### src/ptc_params.svh
// Purpose: Constants for the periodic timer capture block
// Assumes: 100 MHz clock, byte-wide register port
// Notes:   Offsets are byte addresses on the plain register port
`ifndef PTC_PARAMS_SVH
`define PTC_PARAMS_SVH
`define PTC_CNT_W        10
`define PTC_ADDR_W       4
`define PTC_OFF_CTRL0    4'h0
`define PTC_OFF_CTRL1    4'h1
`define PTC_OFF_CMPA_L   4'h2
`define PTC_OFF_CMPA_H   4'h3
`define PTC_OFF_CMPP_L   4'h4
`define PTC_OFF_CMPP_H   4'h5
`define PTC_OFF_CNT_L    4'h6
`define PTC_OFF_CNT_H    4'h7
`define PTC_OFF_STATUS   4'h8
`define PTC_OFF_IRQ_EN   4'h9
`define PTC_OFF_IRQ_CLR  4'hA
`define PTC_MODE_CMP     2'h0
`define PTC_MODE_CAP     2'h1
`define PTC_MODE_PWM     2'h2
`define PTC_IO_RISE      2'h0
`define PTC_IO_FALL      2'h1
`define PTC_IO_BOTH      2'h2
`define PTC_IO_NONE      2'h3
`define PTC_BIT_RUN      3
`define PTC_BIT_CAPTS    0
`define PTC_BIT_CCLR     1
`define PTC_BIT_OC       2
`define PTC_BIT_POL      3
`define PTC_ST_CAP       0
`define PTC_ST_PMATCH    1
`define PTC_ST_AMATCH    2
`define PTC_CNT_MAX      10'h3FF
`endif

### src/ptc_pkg.sv
// Purpose: Types for the periodic timer capture block
// Assumes: Constants come from ptc_params.svh
// Notes:   State enum of the counter controller
package ptc_pkg;
   typedef enum logic [1:0] {PTC_IDLE, PTC_RUN} ptc_state_e;
endpackage

### src/ptc_edge_det.sv
// Purpose: Synchronise one input and flag qualifying edges
// Assumes: Input asynchronous to clock
// Notes:   First stage is read only by the second stage
`timescale 1ns/1ns
`include "ptc_params.svh"
module ptc_edge_det
   import ptc_pkg::*;
(
   input  wire logic       clock,     // System clock
   input  wire logic       rst,       // Sync reset, high
   input  wire logic       din,       // Raw pin level
   input  wire logic [1:0] edge_sel,  // Edge selection
   output logic            edge_hit   // One-cycle qualifying edge
);
   typedef struct packed {
      logic s1;
      logic s2;
      logic s3;
      logic hit;
   } ptc_sync_s;

   ptc_sync_s st;
   ptc_sync_s next_st;

   // Next-state: shift samples, compare s2 and s3
   always_comb begin
      logic rise;
      logic fall;
      rise = 1'b0;
      fall = 1'b0;
      next_st = st;
      next_st.s1 = din;
      next_st.s2 = st.s1;
      next_st.s3 = st.s2;
      rise = st.s2 & ~st.s3;
      fall = ~st.s2 & st.s3;
      case (edge_sel)
         `PTC_IO_RISE: next_st.hit = rise;
         `PTC_IO_FALL: next_st.hit = fall;
         `PTC_IO_BOTH: next_st.hit = rise | fall;
         default:      next_st.hit = 1'b0;
      endcase
   end

   // State register
   always_ff @(posedge clock) begin
      if (rst) begin
         st <= '0;
      end else begin
         st <= next_st;
      end
   end

   assign edge_hit = st.hit;
endmodule

### src/ptc_timer.sv
// Purpose: 10-bit periodic timer with capture and single pulse
// Assumes: Byte register port, read data one cycle after strobe
// Notes:   Compare-output and PWM waveforms are not produced here
`timescale 1ns/1ns
`include "ptc_params.svh"
module ptc_timer
   import ptc_pkg::*;
#(
   parameter int CNT_W = `PTC_CNT_W   // Counter width
)(
   input  wire logic                   clock,         // System clock
   input  wire logic                   rst,           // Sync reset, high
   input  wire logic [`PTC_ADDR_W-1:0] addr,          // Register address
   input  wire logic [7:0]             wdata,         // Write data
   input  wire logic                   wr,            // Write strobe
   input  wire logic                   rd,            // Read strobe
   output logic      [7:0]             rdata,         // Read data, next cycle
   input  wire logic                   cap_pin,       // Capture input pin
   input  wire logic                   ext_clk_pin,   // External timer clock pin
   output logic                        pulse_out,     // Single pulse output
   output logic                        irq            // Level interrupt
);
   typedef struct packed {
      ptc_state_e       state;
      logic             run;
      logic [1:0]       mode;
      logic [1:0]       pin_ctl;
      logic [3:0]       ctl1;
      logic [CNT_W-1:0] cnt;
      logic [CNT_W-1:0] cmp_a;
      logic [CNT_W-1:0] cmp_p;
      logic [7:0]       cmp_a_lo;
      logic [7:0]       cmp_p_lo;
      logic [2:0]       status;
      logic [2:0]       irq_en;
      logic             pulse;
      logic [7:0]       rdata;
   } ptc_reg_s;

   ptc_reg_s r;
   ptc_reg_s next_r;
   logic     cap_src;
   logic     cap_hit;
   logic     clk_hit;
   logic     cap_mode;
   logic     pulse_mode;

   // Pick low or high byte of a counter-wide value
   function automatic logic [7:0] byte_of(input logic [CNT_W-1:0] v, input logic hi);
      logic [15:0] w;
      w = 16'(v);
      return hi ? w[15:8] : w[7:0];
   endfunction

   // Join a high byte with a held low byte
   function automatic logic [CNT_W-1:0] join_of(input logic [7:0] hi, input logic [7:0] lo);
      return CNT_W'({hi, lo});
   endfunction

   assign cap_mode   = (r.mode == `PTC_MODE_CAP);
   assign pulse_mode = (r.mode == `PTC_MODE_PWM) && (r.pin_ctl == `PTC_IO_NONE);
   assign cap_src    = r.ctl1[`PTC_BIT_CAPTS] ? ext_clk_pin : cap_pin;

   // Synchronised edge detect; pin direction not consulted
   ptc_edge_det u_cap (
      .clock    (clock),
      .rst      (rst),
      .din      (cap_src),
      .edge_sel (r.pin_ctl),
      .edge_hit (cap_hit)
   );

   // Rising edge of the external clock pin for pulse triggering
   ptc_edge_det u_trig (
      .clock    (clock),
      .rst      (rst),
      .din      (ext_clk_pin),
      .edge_sel (`PTC_IO_RISE),
      .edge_hit (clk_hit)
   );

   // Next-state of the whole block
   always_comb begin
      logic             p_match;
      logic             a_match;
      logic [CNT_W-1:0] p_top;
      logic [2:0]       ev;
      p_match = 1'b0;
      a_match = 1'b0;
      p_top   = '0;
      ev      = '0;
      next_r  = r;
      next_r.rdata = 8'h00;

      // Register writes
      if (wr) begin
         case (addr)
            `PTC_OFF_CTRL0: begin
               next_r.run = wdata[`PTC_BIT_RUN];
            end
            `PTC_OFF_CTRL1: begin
               next_r.mode    = wdata[7:6];
               next_r.pin_ctl = wdata[5:4];
               next_r.ctl1    = wdata[3:0];
            end
            `PTC_OFF_CMPA_L: next_r.cmp_a_lo = wdata;
            `PTC_OFF_CMPA_H: next_r.cmp_a = join_of(wdata, r.cmp_a_lo);
            `PTC_OFF_CMPP_L: next_r.cmp_p_lo = wdata;
            `PTC_OFF_CMPP_H: next_r.cmp_p = join_of(wdata, r.cmp_p_lo);
            `PTC_OFF_IRQ_EN: next_r.irq_en = wdata[2:0];
            `PTC_OFF_IRQ_CLR: next_r.status = r.status & ~wdata[2:0];
            default: ;
         endcase
      end

      // Pin edge sets run bit in pulse mode
      if (pulse_mode && clk_hit) begin
         next_r.run = 1'b1;
      end

      // Compare-P of zero means full range
      p_top = (r.cmp_p == '0) ? CNT_W'(`PTC_CNT_MAX) : r.cmp_p;

      case (r.state)
         PTC_IDLE: begin
            // Run rising edge restarts from zero
            if (r.run) begin
               next_r.state = PTC_RUN;
               next_r.cnt   = '0;
               next_r.pulse = pulse_mode;
            end
         end
         PTC_RUN: begin
            if (!r.run) begin
               next_r.state = PTC_IDLE;
               next_r.pulse = 1'b0;
            end else begin
               p_match = cap_mode && (r.cnt == p_top);
               a_match = pulse_mode && (r.cnt == r.cmp_a);
               next_r.cnt = p_match ? '0 : r.cnt + 1'b1;
               if (a_match) begin
                  next_r.run   = 1'b0;
                  next_r.state = PTC_IDLE;
                  next_r.pulse = 1'b0;
               end
            end
         end
         default: next_r.state = PTC_IDLE;
      endcase

      // Capture into A; edge_det gives none for 11
      if (cap_mode && cap_hit) begin
         next_r.cmp_a = r.cnt;
      end
      // Capture mode leaves the output low
      if (!pulse_mode) begin
         next_r.pulse = 1'b0;
      end

      // Events set sticky bits, set wins over clear
      ev[`PTC_ST_CAP]    = cap_mode && cap_hit;
      ev[`PTC_ST_PMATCH] = p_match;
      ev[`PTC_ST_AMATCH] = a_match;
      next_r.status = next_r.status | ev;

      // Read data, one cycle later
      if (rd) begin
         case (addr)
            `PTC_OFF_CTRL0:  next_r.rdata = {4'h0, r.run, 3'h0};
            `PTC_OFF_CTRL1:  next_r.rdata = {r.mode, r.pin_ctl, r.ctl1};
            `PTC_OFF_CMPA_L: next_r.rdata = byte_of(r.cmp_a, 1'b0);
            `PTC_OFF_CMPA_H: next_r.rdata = byte_of(r.cmp_a, 1'b1);
            `PTC_OFF_CMPP_L: next_r.rdata = byte_of(r.cmp_p, 1'b0);
            `PTC_OFF_CMPP_H: next_r.rdata = byte_of(r.cmp_p, 1'b1);
            `PTC_OFF_CNT_L:  next_r.rdata = byte_of(r.cnt, 1'b0);
            `PTC_OFF_CNT_H:  next_r.rdata = byte_of(r.cnt, 1'b1);
            `PTC_OFF_STATUS: next_r.rdata = {5'h00, r.status};
            `PTC_OFF_IRQ_EN: next_r.rdata = {5'h00, r.irq_en};
            default:         next_r.rdata = 8'h00;
         endcase
      end
   end

   // State register
   always_ff @(posedge clock) begin
      if (rst) begin
         r <= '0;
      end else begin
         r <= next_r;
      end
   end

   assign rdata     = r.rdata;
   assign pulse_out = r.pulse;
   assign irq       = |(r.status & r.irq_en);
endmodule

### config.mk
export PLATFORM = sky130hd
export DESIGN_NAME = ptc_timer
export DESIGN_NICKNAME = d
export VERILOG_FILES = /design/src/ptc_pkg.sv /design/src/ptc_edge_det.sv /design/src/ptc_timer.sv
export VERILOG_INCLUDE_DIRS = /design/src
export SDC_FILE = /design/constraint.sdc
export NUM_CORES = 1
export LEC_CHECK = 0
export ABC_AREA = 1
export ABC_CLOCK_PERIOD_IN_PS = 2000
export CORE_MARGIN = 5
export CORE_UTILIZATION = 60
export CTS_CLUSTER_DIAMETER = 120
export DETAILED_ROUTE_END_ITERATION = 10
export DONT_BUFFER_PORTS = 1
export PLACE_DENSITY = 0.81
export SLEW_MARGIN = 10
export SYNTH_ARGS = -nofsm -noshare
export SYNTH_HDL_FRONTEND = slang
export SYNTH_HIERARCHICAL = 1
export SYNTH_SLANG_ARGS = --single-unit
export TNS_END_PERCENT = 10
### constraint.sdc
create_clock -name clock -period 2 [get_ports clock]
set_clock_uncertainty 0.05 [all_clocks]
set_input_delay 0.2 -clock clock [delete_from_list [all_inputs] [get_ports clock]]
set_output_delay 0.2 -clock clock [all_outputs]
set_load 0.02 [all_outputs]
==> impl_metrics.toml <==
[critical_path]
r2r-start = "r[40]$_SDFFE_PP0P_"
cpPeakStageDelay_ps = 340
cpMostUsedCell = "nand2_1"
worstSetupPathType = "reg -> reg"
reg2reg_depth = 12
worstPathMaxFanout = 15
critical_path.cell_chain = "inv_1 -> nand2_1 -> nor2_1 -> nand2_4 -> nand3_1 -> nand2_1 -> inv_1 -> nand2_1 -> nor2_2 -> nand3_4 -> nand2_1 -> a21oi_2"
crit_required_ps = 2200
critPathLaunchType = "register"
crit_path_end_kind = "register"
critical_path.startpoint = "r[40]$_SDFFE_PP0P_"
slowest_stage = "dfxtp_1"
critPathArrivalTime_ps = 2020

[clock_network]
cts_buffers = 9
clk_pin_slew_ps = 80
cts_setup_buffers = 0
htreeDepth = 3
max-clock-path-buffers = 2
cts_tree = "done"
clock_tree.root_cell = "clkbuf_8"
numClockSinks = 79
insertion_delay_ps = 360

[pwr]
p_int_uw = 2640
leakagePower_uw = 0.00165
power_uw = 3440
ir_worst_vdd_mv = 0.424
clkPwrFrac = 0.457
switchingPower_uw = 792
power_density_mw_per_mm2 = 763
p_comb_frac = 0.074
pwr-share-seq = 0.470
power_switching_share = 0.230

[routing]
routed_wl_um = 11100
num_vias = 3957
wl_met2_um = 4890
first_pass_iters = 5
viasPerCell = 5.81
dr_wl_met3_um = 1160
wl_met1_um = 4760
drc = 0
antenna_left = 0
drt_iter0_drc = 493
top_layer_used = "met4"
wl_per_cell_um = 16.3

[global_routing]
track_usage = 0.275
grt_antenna_before_repair = 0
grt_overflow = 0
grt_first_pass_wirelength_um = 18300
grt_max_degree = 46
first_global_vias = 3651

[synth]
ys_ff_latch = 79
yosys_warnings = 6
syn_area_mm2 = 0.00400
ys_async_sr_fraction = 0
synth_edf_count = 0
synthFlopType = "dfxtp_1"
avgSynthCellArea_um2 = 6.84
syn_inst = 585
yosysSeqAreaShare = 0.395
synth_cell_type_count = 36

[placed_design]
io_buffers = 0
dp_slack_ps = 163
dp.cells = 644
dp_hpwl_um = 7780
finalWeightedCongestion = 0.974

[worst_hold_path]
min_from = "wdata[0]"
min_path_type = "in -> reg"
min_path_cells = 2

[timing]
final.setup.tns_ps = 0
fmax_mhz = 551
final-max-slew-violation-count = 0
post-route-min-period_ps = 1820
rsz0062_at_grt = "no"
setup_viol = 0
period_share = 0.908
setup_slack_ps = 185
max_slew_margin = 0.534
hold_violations = 0
max_slew.worst_pin.slew_ps = 697

[floorplanning]
dieArea_mm2 = 0.00840
die_y_um = 91.7
io_pins = 28
rows = 29
initial_core_util = 0.623
core_area_mm2 = 0.00642
die_w_um = 91.7

[final_layout]
drive_gt1_frac = 0.0778
synthToLayoutAreaGrowth_pct = 12.6
num_antenna_cells = 0
fin_nets = 622
layoutNonFillerInstCount = 681

[job]
cap_violations = 0

[outcome]
status = "finished, final reports clean"
[cells in the final DEF, fill, tap and decap left out, drive strengths merged, types with 4 or more instances in the layout]
cell type,count
bufinv,4
ha,5
a21oi,56
nand2,129
inv,77
a211oi,5
a221oi,4
buf,12
nor2,57
nor3,6
nand4,6
dlygate4sd3,20
o21ai,39
conb,5
a31oi,11
dfxtp,79
clkbuf,11
nand3,52
o22ai,13
[flip-flops by register name, indices dropped and copies added (netlist names)]
name and count:
u_cap/next_st 2, rdata 8, u_trig/edge_hit 1, u_cap/st 1, r 62, u_trig/next_st 2
u_cap/edge_hit 1, u_trig/st 1, pulse_out 1
[worst paths after layout]
| check | to | slack (ps) |
|---|---|---|
| worst min register to register | u_trig/next_st[1]$_SDFF_PP0_ | 370 |
| worst max register to register | r[59]$_SDFFE_PP0P_ | 180 |
| worst max-delay path | r[59]$_SDFFE_PP0P_ | 180 |
| worst min-delay path | r[39]$_SDFFE_PP0P_ | 30 |
[synth_stat cells, drive strengths merged (6+ instances only)]
library cell,n,area share
a31oi,11,0.017
nand4,6,0.0094
buf,15,0.027
dfxtp,79,0.40
a21oi,56,0.072
o21ai,39,0.049
clkbuf,18,0.017
nand3,52,0.071
nor3,6,0.0088
inv,76,0.071
nand2,129,0.13
o22ai,13,0.020
nor2,57,0.057
[worst max-delay path: cells and delay by family, from the launching register on]
family / cells / cell delay (ps)
and+or+nand+nor: 9 / 1050
AOI/OAI and AO/OA: 1 / 50
buffers and inverters: 2 / 220
DFF: 1 / 340
[cell type report]
type                    instances  area, um^2
multi-input cells             400        1970
inverters                      77         289
repair buffers                 32         303
fillers                       536        1920
well taps                      77        96.3
clock inverters                 5         129
flip-flops and latches         79        1580
clock buffers                  11         131
[per-layer routing]
metal | GRT usage | vias to the layer above
li1 | - | 1936
met1 | 0.378 | 1779
met2 | 0.414 | 209
met3 | 0.0622 | 33
met4 | 0.117 | 0
met5 | 0 | -
[kinds of logic after synthesis]
kind of cell	Yosys count	synth area share
compound gates	132	0.184
simple gates	252	0.275
xor+xnor	6	0.0131
buf+inv	110	0.116
fa+ha+maj	5	0.0156
flops	79	0.395
other cells	1	0.000937
[power by group through the flow]
stage	Combinational (uW)	Sequential, uW	Clock, uW
3_3_place_gp	186	1650	0
5_1_grt	283	1620	1650
6_report	254	1610	1570
2_1_floorplan	179	1640	0
3_5_place_dp	187	1650	0
4_1_cts	246	1610	1570
[through the flow]
step           utilization  area, um^2  hold slack [ps]
2_1_floorplan            -        4020              221
3_3_place_gp         0.626        4020              221
3_5_place_dp         0.626        4020              224
4_1_cts              0.701        4500             13.0
5_1_grt              0.701        4500             31.2
6_report             0.701        4500             26.1
[repair_timing]
action,4_1_cts,5_1_grt
gates resized for setup,0,1
endpoints found under the setup margin,0,1
hold buffers,21,0
endpoints found under the hold margin,59,0
Power figures use the tool's default switching activity.
